--- src/nvb_regs.vh ---
`ifndef NVB_REGS_VH
`define NVB_REGS_VH
// special-register addresses as seen by the core
`define NVB_ADDR_BANK       1'b0
`define NVB_ADDR_OFS        8'h00
`define NVB_DATA_BANK       1'b0
`define NVB_DATA_OFS        8'h01
`define NVB_CTRL_BANK       1'b1
`define NVB_CTRL_OFS        8'h40
// control field positions
`define NVB_RD_TRIG_BIT     0
`define NVB_RD_PERMIT_BIT   1
`define NVB_WR_TRIG_BIT     2
`define NVB_WR_PERMIT_BIT   3
// reset values
`define NVB_ADDR_RST        6'h00
`define NVB_DATA_RST        8'h00
`define NVB_CTRL_RST        4'h0
// timing
`define NVB_WR_TIME_NS      4000
`define NVB_CLK_NS          20
`define NVB_RD_CYCLES       16'd2
`endif

--- src/nvb_ctrl.v ---
`timescale 1ns/100ps
`default_nettype none
`include "nvb_regs.vh"

module nvb_ctrl #(
    parameter integer DEPTH      = 64,
    parameter integer WR_CYCLES  = `NVB_WR_TIME_NS / `NVB_CLK_NS
) (
    input  wire       clk,
    input  wire       rst_n,
    input  wire       sfr_bank,
    input  wire [7:0] sfr_addr,
    input  wire       sfr_wr,
    input  wire [7:0] sfr_wdata,
    output reg  [7:0] sfr_rdata,
    output wire       nv_busy
);

    // ==========================================================
    // state codes and timer loads
    localparam [1:0]  ST_IDLE  = 2'd0;
    localparam [1:0]  ST_WRITE = 2'd1;
    localparam [1:0]  ST_READ  = 2'd2;

    localparam [15:0] TMR_WR   = WR_CYCLES[15:0];
    localparam [15:0] TMR_RD   = `NVB_RD_CYCLES;
    localparam [15:0] TMR_ONE  = 16'h0001;
    localparam [15:0] TMR_ZERO = 16'h0000;

    // ==========================================================
    // storage and registers
    reg  [7:0]  mem [0:DEPTH-1];

    reg  [5:0]  nv_address_reg_r;
    reg  [5:0]  nv_address_reg_nxt;
    reg  [7:0]  nv_data_reg_r;
    reg  [7:0]  nv_data_reg_nxt;

    reg         wr_permit_r;
    reg         wr_permit_nxt;
    reg         rd_permit_r;
    reg         rd_permit_nxt;
    reg         wr_trig_r;
    reg         wr_trig_nxt;
    reg         rd_trig_r;
    reg         rd_trig_nxt;

    reg  [15:0] tmr_r;
    reg  [15:0] tmr_nxt;
    reg  [1:0]  state_r;
    reg  [1:0]  state_nxt;

    reg  [7:0]  sfr_rdata_nxt;
    reg  [3:0]  nv_control_reg;

    // ==========================================================
    // decode helpers
    // true when the access names this bank and offset
    function sel;
        input       bank;
        input [7:0] ofs;
        begin
            sel = (sfr_bank == bank) && (sfr_addr == ofs);
        end
    endfunction

    function hit;
        input       bank;
        input [7:0] ofs;
        begin
            hit = sfr_wr && sel(bank, ofs);
        end
    endfunction

    wire        wr_a;
    wire        wr_d;
    wire        wr_c;
    wire        busy_w;
    wire        go_w;
    wire        go_r;
    wire        tmr_last;
    wire        wr_done;
    wire        rd_done;
    wire [7:0]  mem_rd;

    assign wr_a = hit(`NVB_ADDR_BANK, `NVB_ADDR_OFS);
    assign wr_d = hit(`NVB_DATA_BANK, `NVB_DATA_OFS);
    assign wr_c = hit(`NVB_CTRL_BANK, `NVB_CTRL_OFS);

    assign busy_w = (state_r != ST_IDLE);

    // trigger honoured only if permit already held before this write
    assign go_w = wr_c && sfr_wdata[`NVB_WR_TRIG_BIT] && wr_permit_r
                  && !busy_w;
    // write wins when both triggers arrive together
    assign go_r = wr_c && sfr_wdata[`NVB_RD_TRIG_BIT] && rd_permit_r
                  && !busy_w && !go_w;

    assign tmr_last = (tmr_r == TMR_ONE);
    assign wr_done  = (state_r == ST_WRITE) && tmr_last;
    assign rd_done  = (state_r == ST_READ) && tmr_last;
    assign mem_rd   = mem[nv_address_reg_r];

    assign nv_busy  = busy_w;

    // ==========================================================
    // address register next value
    always @* begin
        nv_address_reg_nxt = nv_address_reg_r;
        if (wr_a && !busy_w) begin
            nv_address_reg_nxt = sfr_wdata[5:0];
        end
    end

    // ==========================================================
    // data register next value
    always @* begin
        nv_data_reg_nxt = nv_data_reg_r;
        if (rd_done) begin
            nv_data_reg_nxt = mem_rd;
        end else if (wr_d && !busy_w) begin
            nv_data_reg_nxt = sfr_wdata;
        end
    end

    // ==========================================================
    // permit bits, plain read/write
    always @* begin
        wr_permit_nxt = wr_permit_r;
        rd_permit_nxt = rd_permit_r;
        if (wr_c) begin
            wr_permit_nxt = sfr_wdata[`NVB_WR_PERMIT_BIT];
            rd_permit_nxt = sfr_wdata[`NVB_RD_PERMIT_BIT];
        end
    end

    // ==========================================================
    // trigger bits, set by software, cleared by hardware
    // writing a zero trigger never aborts a running cycle
    always @* begin
        wr_trig_nxt = wr_trig_r;
        rd_trig_nxt = rd_trig_r;
        if (go_w) begin
            wr_trig_nxt = 1'b1;
        end else if (wr_done) begin
            wr_trig_nxt = 1'b0;
        end
        if (go_r) begin
            rd_trig_nxt = 1'b1;
        end else if (rd_done) begin
            rd_trig_nxt = 1'b0;
        end
    end

    // ==========================================================
    // cycle timer
    always @* begin
        tmr_nxt = tmr_r;
        if (go_w) begin
            tmr_nxt = TMR_WR;
        end else if (go_r) begin
            tmr_nxt = TMR_RD;
        end else if (tmr_r != TMR_ZERO) begin
            tmr_nxt = tmr_r - TMR_ONE;
        end
    end

    // ==========================================================
    // sequencer
    always @* begin
        state_nxt = state_r;
        case (state_r)
            ST_IDLE: begin
                if (go_w) begin
                    state_nxt = ST_WRITE;
                end else if (go_r) begin
                    state_nxt = ST_READ;
                end
            end
            ST_WRITE: begin
                if (tmr_last) begin
                    state_nxt = ST_IDLE;
                end
            end
            ST_READ: begin
                if (tmr_last) begin
                    state_nxt = ST_IDLE;
                end
            end
            default: begin
                state_nxt = ST_IDLE;
            end
        endcase
    end

    // ==========================================================
    // control register image
    always @* begin
        nv_control_reg = `NVB_CTRL_RST;
        nv_control_reg[`NVB_WR_PERMIT_BIT] = wr_permit_r;
        nv_control_reg[`NVB_WR_TRIG_BIT]   = wr_trig_r;
        nv_control_reg[`NVB_RD_PERMIT_BIT] = rd_permit_r;
        nv_control_reg[`NVB_RD_TRIG_BIT]   = rd_trig_r;
    end

    // ==========================================================
    // read mux
    always @* begin
        sfr_rdata_nxt = 8'h00;
        if (sel(`NVB_ADDR_BANK, `NVB_ADDR_OFS)) begin
            sfr_rdata_nxt = {2'b00, nv_address_reg_r};
        end else if (sel(`NVB_DATA_BANK, `NVB_DATA_OFS)) begin
            sfr_rdata_nxt = nv_data_reg_r;
        end else if (sel(`NVB_CTRL_BANK, `NVB_CTRL_OFS)) begin
            sfr_rdata_nxt = {4'h0, nv_control_reg};
        end
    end

    // ==========================================================
    // storage array, not reset: contents survive reset
    always @(posedge clk) begin
        if (wr_done) begin
            mem[nv_address_reg_r] <= nv_data_reg_r;
        end
    end

    // ==========================================================
    // registers
    always @(posedge clk) begin
        if (!rst_n) begin
            nv_address_reg_r <= `NVB_ADDR_RST;
            nv_data_reg_r    <= `NVB_DATA_RST;
            wr_permit_r      <= 1'b0;
            rd_permit_r      <= 1'b0;
            wr_trig_r        <= 1'b0;
            rd_trig_r        <= 1'b0;
            tmr_r            <= TMR_ZERO;
            state_r          <= ST_IDLE;
            sfr_rdata        <= 8'h00;
        end else begin
            nv_address_reg_r <= nv_address_reg_nxt;
            nv_data_reg_r    <= nv_data_reg_nxt;
            wr_permit_r      <= wr_permit_nxt;
            rd_permit_r      <= rd_permit_nxt;
            wr_trig_r        <= wr_trig_nxt;
            rd_trig_r        <= rd_trig_nxt;
            tmr_r            <= tmr_nxt;
            state_r          <= state_nxt;
            sfr_rdata        <= sfr_rdata_nxt;
        end
    end

endmodule // nvb_ctrl
`default_nettype wire

--- config.mk ---
export PLATFORM = sky130hd
export DESIGN_NAME = nvb_ctrl
export DESIGN_NICKNAME = d
export VERILOG_FILES = /design/src/nvb_ctrl.v
export VERILOG_INCLUDE_DIRS = /design/src
export SDC_FILE = /design/constraint.sdc
export NUM_CORES = 1
export LEC_CHECK = 0
export ABC_AREA = 1
export BUFFER_PORTS_ARGS = -buffer_cell sky130_fd_sc_hd__buf_2
export CORE_ASPECT_RATIO = 0.5
export CORE_UTILIZATION = 35
export CTS_CLUSTER_SIZE = 25
export DETAILED_ROUTE_END_ITERATION = 12
export HOLD_SLACK_MARGIN = 0.15
export PLACE_DENSITY = 0.57
export REMOVE_ABC_BUFFERS = 1
export SYNTH_ARGS = -nofsm -noshare
export SYNTH_HDL_FRONTEND = slang
export SYNTH_SLANG_ARGS = --single-unit
--- constraint.sdc ---
create_clock -name clk -period 2.5 [get_ports clk]
set_clock_uncertainty 0.15 [all_clocks]
set_input_delay 0.25 -clock clk [delete_from_list [all_inputs] [get_ports clk]]
set_output_delay 0.25 -clock clk [all_outputs]
set_load 0.005 [all_outputs]
==> metrics.sh, run 1 <==
OUTCOME='completed'
GRT_SETUP_UNREPAIRED='yes'
FP-ROW-COUNT=66
TIMING.SETUP.CRITICAL_PATH_CLASS='input pin to register'
YOSYS.AREA.TOP_TYPE='edfxtp_1'
INITIAL_CORE_UTIL=0.356
DETAIL_ROUTE.ITER0.VIOLATIONS=1584
DRIVE_GT1_FRAC=0.133
CRIT_PATH_END_KIND='register'
AREA.SEQUENTIAL_UM2=16400
CLOCK_PATH_BUFFERS=3
LAYOUT.NETS=2220
SYNTH_SEQUENTIAL_AREA_RATIO=0.703
TOTAL_LEAKAGE_POWER_nW=10.5
STDCELL_AREA_UM2=27400
MAX_SLEW_MARGIN=0.533
SYN_TO_FINAL_GROWTH_PCT=17.6
DRT_DRC_VIOLATIONS_LEFT=0
WORST-ENDPOINT-REQUIRED_NS=2.84
GRTUSAGEMET1=0.257
YS_DOMINANT_REG_CELL='edfxtp_1'
POSTROUTEANTENNANETS=0
CTS_BUFFERS=54
USE_MET2=0.280
DP_SLACK_NS=-0.00834
PLACE.DETAILED.HPWL_UM=37000
AREA_SHARE_OF_THE_LARGEST_CELL_TYPE_AFTER_SYNTHESIS=0.660
PATH_CLK_SLEW_NS=0.06
SYN_AREA_PER_CELL_UM2=11.2
SYNTH_SEQ_CELLS=562
POSTSYNTHCELLCOUNT=2077
HOLD_CLASS='input pin to register'
CRIT_ARRIVAL_NS=2.78
GRT_PASS1_WL_UM=92000
MET3_USAGE=0.0384
DIE-HEIGHT_UM=184
POST_SYNTHESIS_INSTANCE_AREA_UM2=23300
YOSYSWARNINGS=0
DRV_SLEW=0
IO_BUFFER_COUNT=28
CRITICAL_PATH.STARTPOINT_TYPE='input pin'
TIGHTESTPINTRANSITION_NS=0.700
POWER.TOTAL_mW=19.9
BUSIEST_LAYER='met2'
FINAL.PERIOD_UTILIZATION=0.978
NUM_VIAS=15700
CORE_AREA_UM2=65400
YOSYS.CELL_TYPES.COUNT=39
NUMBER_OF_ITERATIONS_IN_THE_FIRST_DETAILED_ROUTING_PASS=7
BOUNDARYPINS=29
FIRST_GLOBAL_VIAS=14900
DIE_X_UM=367
NUM_ANTENNA_CELLS=0
SYNTH_ENABLE_FLOP_CELLS=512
NETLIST_TOP_CELLS_COUNT='nand2_1, edfxtp_1, nand3_1, nor2_1, dfxtp_1'
SYNTHTOPCELLSBYAREA='edfxtp_1, nand2_1, nand3_1'
POST_DRT_WL_PER_CELL_UM=19.9
FINAL_HOLD_VIOL_COUNT=0
DESIGN.DIE.AREA_UM2=67700
GPL_WTD_CONG=0.865
POST_DRT_VIA_CELL_RATIO=5.03
GRT_MAX_DEGREE=97
CLOCK_TREE_FROM_TRITONCTS='done'
HOLDWS_NS=0.241
POST-SYNTH-TOP-COUNT-CELL='nand2_1'
ANTENNA_VIOLATIONS_BEFORE_REPAIR=0
FINALCRITICALPERIOD_NS=2.44
FILL_CELLS=6119
FINAL_UTIL=0.419
SYNTH-ASYNC-RESET-RATIO=0
H_TREE_LVL_COUNT=2
CRITICAL_PATH_PEAK_FANOUT=5
ROUTED_WL_UM=62200
CLOCK_INSERTION_DELAY_WORST_SKEW_NS=0.61
WORST_SUPPLY_VOLTAGE_DROP_ON_VDD_V=0.000499
CLOCK_SINKS=562
ROOT_BUFFER='clkbuf_16'
POWER.DENSITY_nW_PER_UM2=726
CAP_VIOL_MAX_COUNT=0
REPORT.FINAL.SETUP_VIOL=0
MINIMUM_SETUP_SLACK_IN_THE_FINAL_DESIGN_NS=0.0550
GR-USAGE-ALL-LAYERS=0.182
MULTI_INPUT_AREA_UM2=6180
POSTPLACECELLAREA_UM2=25100
TIMING.FMAX_GHz=0.409
GLOBALROUTE.TOTALOVERFLOW=0
## stage by stage
step,cells,TNS [ns]
floorplan,1962,-56.27
global placement,2987,0
detailed placement,2987,-0.0655
CTS,3109,0
global route,3121,-0.210
finish,3121,0
## registers in the layout, summed over array words and instances, names as in the netlist, named ones only
| register | count |
|---|---|
| tmr_r | 16 |
| nv_data_reg_r | 8 |
| rd_permit_r | 1 |
| mem | 512 |
| wr_permit_r | 1 |
| nv_address_reg_r | 6 |
| state_r | 2 |
| sfr_rdata | 8 |
| rd_trig_r | 1 |
| wr_trig_r | 1 |
## report_power, final
group | leakage, nW | internal (mW) | total [mW] | switching (mW)
Combinational | 3.39 | 0.458 | 1.05 | 0.589
Clock | 0.900 | 5.10 | 8.59 | 3.49
Sequential | 6.21 | 10.2 | 10.3 | 0.0813
Total | 10.5 | 15.7 | 19.9 | 4.16
## logic make-up (layout without fill, tap and decap cells)
family | count (synthesis) | after routing | synth area share
xor+xnor | 11 | 11 | 0.00413
simple gates | 1283 | 1283 | 0.244
flops | 562 | 562 | 0.703
fa+ha+maj | 5 | 5 | 0.00268
buf+inv | 164 | 324 | 0.0337
compound gates | 52 | 52 | 0.0131
## cell type report
class                   instances  area share
clock buffers                  67      0.0526
clock inverters                31      0.0148
inverters                      49     0.00699
multi-input cells            1351       0.226
flip-flops and latches        562       0.598
well taps                     884      0.0404
repair buffers                177      0.0612
## layer usage
layer / vias up / share of wire
li1: 7458 / -
met4: 0 / 0.024
met2: 593 / 0.45
met5: - / 0
met1: 7560 / 0.45
met3: 95 / 0.082
## critical path: stages
cell           delay, ns
dlygate4sd3_1       0.55
buf_2               0.18
inv_2               0.06
nor3_2              0.24
nand3_2             0.17
nor2_1              0.14
dlygate4sd3_1       0.58
a211oi_1            0.04
dlygate4sd3_1       0.58
## cells in the final DEF, fill, tap and decap left out, types with 6 or more instances in the layout
master	count
nor2_1	86
nand3_1	459
clkbuf_1	10
dfxtp_2	10
buf_2	28
dfxtp_1	38
o21a_1	6
nand3_4	9
a21oi_1	25
buf_12	29
clkinv_2	8
inv_1	39
clkbuf_16	55
edfxtp_1	512
xor2_1	6
buf_4	98
nand2_1	691
bufinv_16	10
inv_2	8
clkinv_1	9
dlygate4sd3_1	22
nor2_2	10
## timing repair
action | in CTS | in global routing
cloned | 0 | 0
gates resized for setup | 0 | 13
setup buffers | 2 | 12
hold buffers | 22 | 0
setup endpoints to repair | 8 | 498
hold endpoints to repair | 50 | 0
## worst paths after layout
path,startpoint,end,slack (ns),cells after the start
worst min register to register,wr_trig_r,wr_trig_r,0.34,2
worst max-delay path,sfr_addr[6],wr_permit_r,0.06,9
worst max register to register,tmr_r[10],mem[22][0],0.08,12
worst min-delay path,sfr_addr[7],sfr_rdata[6],0.24,7
No activity file was read; power rests on OpenSTA's default activity.
==> run 2, diff against run 1 <==
- CORE_ASPECT_RATIO: 0.5 -> 0.9
- PLACE_DENSITY: 0.57 -> 0.59
- clock period: 2.5 -> 2.15 ns (I/O delays scaled with it)
==> run 2 against run 1 <==
  * The flow now finishes with violations (DRC, hold timing, setup timing)
  * Critical path depth up 3
  * Largest cell class unchanged
  * Die area is essentially flat
  * Non-clock buffer count grew 94
  * Setup slack worse by 0.25 ns
  * Worst hold slack worse by 0.29 ns
  * Sequential power grew 16%
  * Cell count grew 2.6%
  * Highest routed layer unchanged
  * Clock power rose by 14%
==> metrics.sh, run 2 (synthesis results as in run 1) <==
MINIMUM_SETUP_SLACK_IN_THE_FINAL_DESIGN_NS=-0.199  # was 0.0550 ns
CRIT_CELLS=12  # was 9
FINALCRITICALPERIOD_NS=2.35
REPORT.FINAL.SETUP_VIOL=520  # was 0
FP-ROW-COUNT=89  # was 66
FINAL_COMMON_CELL='nand2_1'  # unchanged
MAX_SLEW_MARGIN=0.359  # was 0.533
TIMING.FMAX_GHz=0.426
FIRST_GLOBAL_VIAS=16100  # was 14,900
POWER.DENSITY_nW_PER_UM2=758  # was 726 nW/um^2
GPL_WTD_CONG=0.863  # was 0.865
FILL_CELLS=5774  # was 6,119
GR-USAGE-ALL-LAYERS=0.192  # was 0.182
CRIT_ARRIVAL_NS=2.52  # was 2.78 ns
CRIT_PATH_END_KIND='register'  # unchanged
PATH_CLK_SLEW_NS=0.06  # about the same
DRT_DRC_VIOLATIONS_LEFT=2  # was 0
TIMING.SETUP.CRITICAL_PATH_CLASS='register to register'  # was input pin to register
OUTCOME='finished with violations'  # was completed
TOTAL_LEAKAGE_POWER_nW=11.7  # was 10.5 nW
DESIGN.DIE.AREA_UM2=67600  # was 67,700 um^2
GLOBALROUTE.TOTALOVERFLOW=0  # unchanged
REGISTERS.TOP_BY_FF_COUNT='mem'  # unchanged
PATH_CELLS='nor2_4, and2_4, nand3_4, nor2_4, nand2_2, nor2_4, nand2_4, nor2_8, nand3_4, buf_12, nor2_2, buf_6'  # was dlygate4sd3_1, buf_2, inv_2, nor3_2, nand3_2, nor2_1, dlygate4sd3_1, a211oi_1, dlygate4sd3_1
TIMING.CRITICAL_PATH.BUF_INV=2  # was 5
GRT_SETUP_UNREPAIRED='yes'  # unchanged
SLOWEST_DELAY_NS=0.33  # was 0.58 ns
CLOCK_INSERTION_DELAY_WORST_SKEW_NS=0.63  # was 0.61 ns
POWER.TOTAL_mW=23.2  # was 19.9 mW
ROOT_BUFFER='clkbuf_16'  # unchanged
FINAL.PERIOD_UTILIZATION=1.09
TIGHTESTPINTRANSITION_NS=0.961  # was 0.700 ns
FINAL_HOLD_VIOL_COUNT=2  # was 0
NUM_VIAS=16800  # was 15,700
INITIAL_CORE_UTIL=0.355  # was 0.356
NUMBER_OF_ITERATIONS_IN_THE_FIRST_DETAILED_ROUTING_PASS=12  # was 7
LARGEST_REGISTER_FFS=512  # unchanged
CLOCK_SINKS=562  # unchanged
WORST_SUPPLY_VOLTAGE_DROP_ON_VDD_V=0.000619  # was 0.000499 V
CRITPATHTOPFAMILY='simple AND/OR/NAND/NOR gates'  # was buffers and inverters
PLACE.DETAILED.HPWL_UM=39500  # was 37,000 um
FINAL_UTIL=0.466  # was 0.419
NUM_ANTENNA_CELLS=0  # unchanged
MOST_FREQUENT_CELLS_IN_THE_LAYOUT='nand2_1, edfxtp_1, nand3_1'  # unchanged
LAYOUT.NETS=2316  # was 2,220
WORST-R2R-CELL-COUNT=12  # unchanged
CRITICAL_PATH.STARTPOINT_TYPE='register'  # was input pin
SYN_TO_FINAL_GROWTH_PCT=31.3  # was 17.6%
CRITICAL_PATH_PEAK_FANOUT=8  # was 5
CLOCK_TREE_FROM_TRITONCTS='done'  # unchanged
DIE_X_UM=274  # was 367 um
CLOCK_PATH_BUFFERS=3  # unchanged
CTS_BUFFERS=56  # was 54
CRITICAL-PATH-SLOWEST-CELL='dfxtp_2'  # was dlygate4sd3_1
MIN_DELAY_PATH_DEPTH=4  # was 7
DRV_SLEW=0  # unchanged
CORE_AREA_UM2=65700  # was 65,400 um^2
CPMOSTUSEDCELL='nor2_4'  # was dlygate4sd3_1
DETAIL_ROUTE.ITER0.VIOLATIONS=1989  # was 1,584
H_TREE_LVL_COUNT=2  # unchanged
BOUNDARYPINS=29  # unchanged
ANTENNA_VIOLATIONS_BEFORE_REPAIR=0  # unchanged
GRT_PASS1_WL_UM=97100  # was 92,000 um
POSTROUTEANTENNANETS=0  # unchanged
POST_DRT_WL_PER_CELL_UM=21.1  # was 19.9 um
ROUTED_WL_UM=67600  # was 62,200 um
DRIVE_GT1_FRAC=0.287  # was 0.133
MULTI_INPUT_AREA_UM2=7670  # was 6180 um^2
POST_DRT_VIA_CELL_RATIO=5.24  # was 5.03
HOLD_CLASS='input pin to register'  # unchanged
WORST-ENDPOINT-REQUIRED_NS=2.32  # was 2.84 ns
CAP_VIOL_MAX_COUNT=0  # unchanged
VIOLATIONS='DRC, hold timing, setup timing'
IO_BUFFER_COUNT=28  # unchanged
AREA.SEQUENTIAL_UM2=16400  # unchanged
DP_SLACK_NS=-0.313  # was -0.00834 ns
DIE-HEIGHT_UM=247  # was 184 um
GRT_MAX_DEGREE=65  # was 97
REG.LARGEST.LIST='mem: 512 flops, tmr_r: 16 flops'  # unchanged
HOLDWS_NS=-0.0486  # was 0.241 ns
run 2: cell types whose count changed in the layout (fill, tap and decap cells not counted), moves of 13 or more:
cell       before  now
clkbuf_16      55   73
buf_4          98   69
nand2_2         4   59
nand3_1       459  308
nand3_2         2  135
nand3_4         9   27
nor2_4          4   52
nor2_1         86   29
buf_6           0   75
buf_16          0   13
nand2_1       691  629
run 2: area by class of cell:
| class | count | area share |
|---|---|---|
| clock buffers | 76 | 0.0513 |
| flip-flops and latches | 562 | 0.536 |
| repair buffers | 271 | 0.111 |
| inverters | 49 | 0.00711 |
| well taps | 864 | 0.0353 |
| clock inverters | 29 | 0.00834 |
| multi-input cells | 1351 | 0.251 |
run 2: worst reg2reg max path, cell delays in order, from the launching register on:
cell,delay (ns)
dfxtp_2,0.33
nor2_4,0.11
and2_4,0.16
nand3_4,0.07
nor2_4,0.13
nand2_2,0.08
nor2_4,0.15
nand2_4,0.12
nor2_8,0.19
nand3_4,0.11
buf_12,0.19
nor2_2,0.11
buf_6,0.16
run 2: repair_timing:
item	4_1_cts	5_1_grt
setup buffers	13	14
hold buffers	24	1
gates cloned	7	18
resized for setup	186	294
endpoints found under the hold margin	50	13
pin swaps	11	110
setup endpoints to repair	520	529
run 2: routing by layer:
layer	share of wire	vias up	GRT usage	routed length, um
met5	0	-	0.0183	0
met4	0.021	0	0.0526	1450
met3	0.090	106	0.0343	6060
met2	0.46	740	0.296	30800
met1	0.43	8255	0.274	29300
li1	-	7677	-	-
run 2: final timing paths:
check / startpoint / to / slack (ns)
hold / removal: sfr_bank / sfr_rdata[1] / -0.05
setup reg to reg: tmr_r[10] / mem[26][2] / -0.20
hold reg to reg: wr_trig_r / wr_trig_r / 0.33
setup / recovery: tmr_r[10] / mem[26][2] / -0.20
run 2: per-stage QoR:
| step | instances | instance area, um^2 | TNS [ns] |
|---|---|---|---|
| final | 3202 | 30600 | -78.63 |
| after CTS | 3171 | 28800 | -73.87 |
| after floorplan | 1962 | 22700 | -113.28 |
| after global routing | 3202 | 30600 | -127.08 |
| after global placement | 3022 | 25600 | -87.12 |
| after detailed placement | 3022 | 25600 | -98.55 |
run 2: power breakdown:
| part | switching (mW) | leakage, nW | internal, mW | total (mW) |
|---|---|---|---|---|
| combinational | 0.766 | 4.56 | 0.749 | 1.51 |
| sequential | 0.0652 | 6.21 | 11.8 | 11.9 |
| clock | 4.17 | 0.886 | 5.58 | 9.76 |
| total | 5.01 | 11.7 | 18.2 | 23.2 |
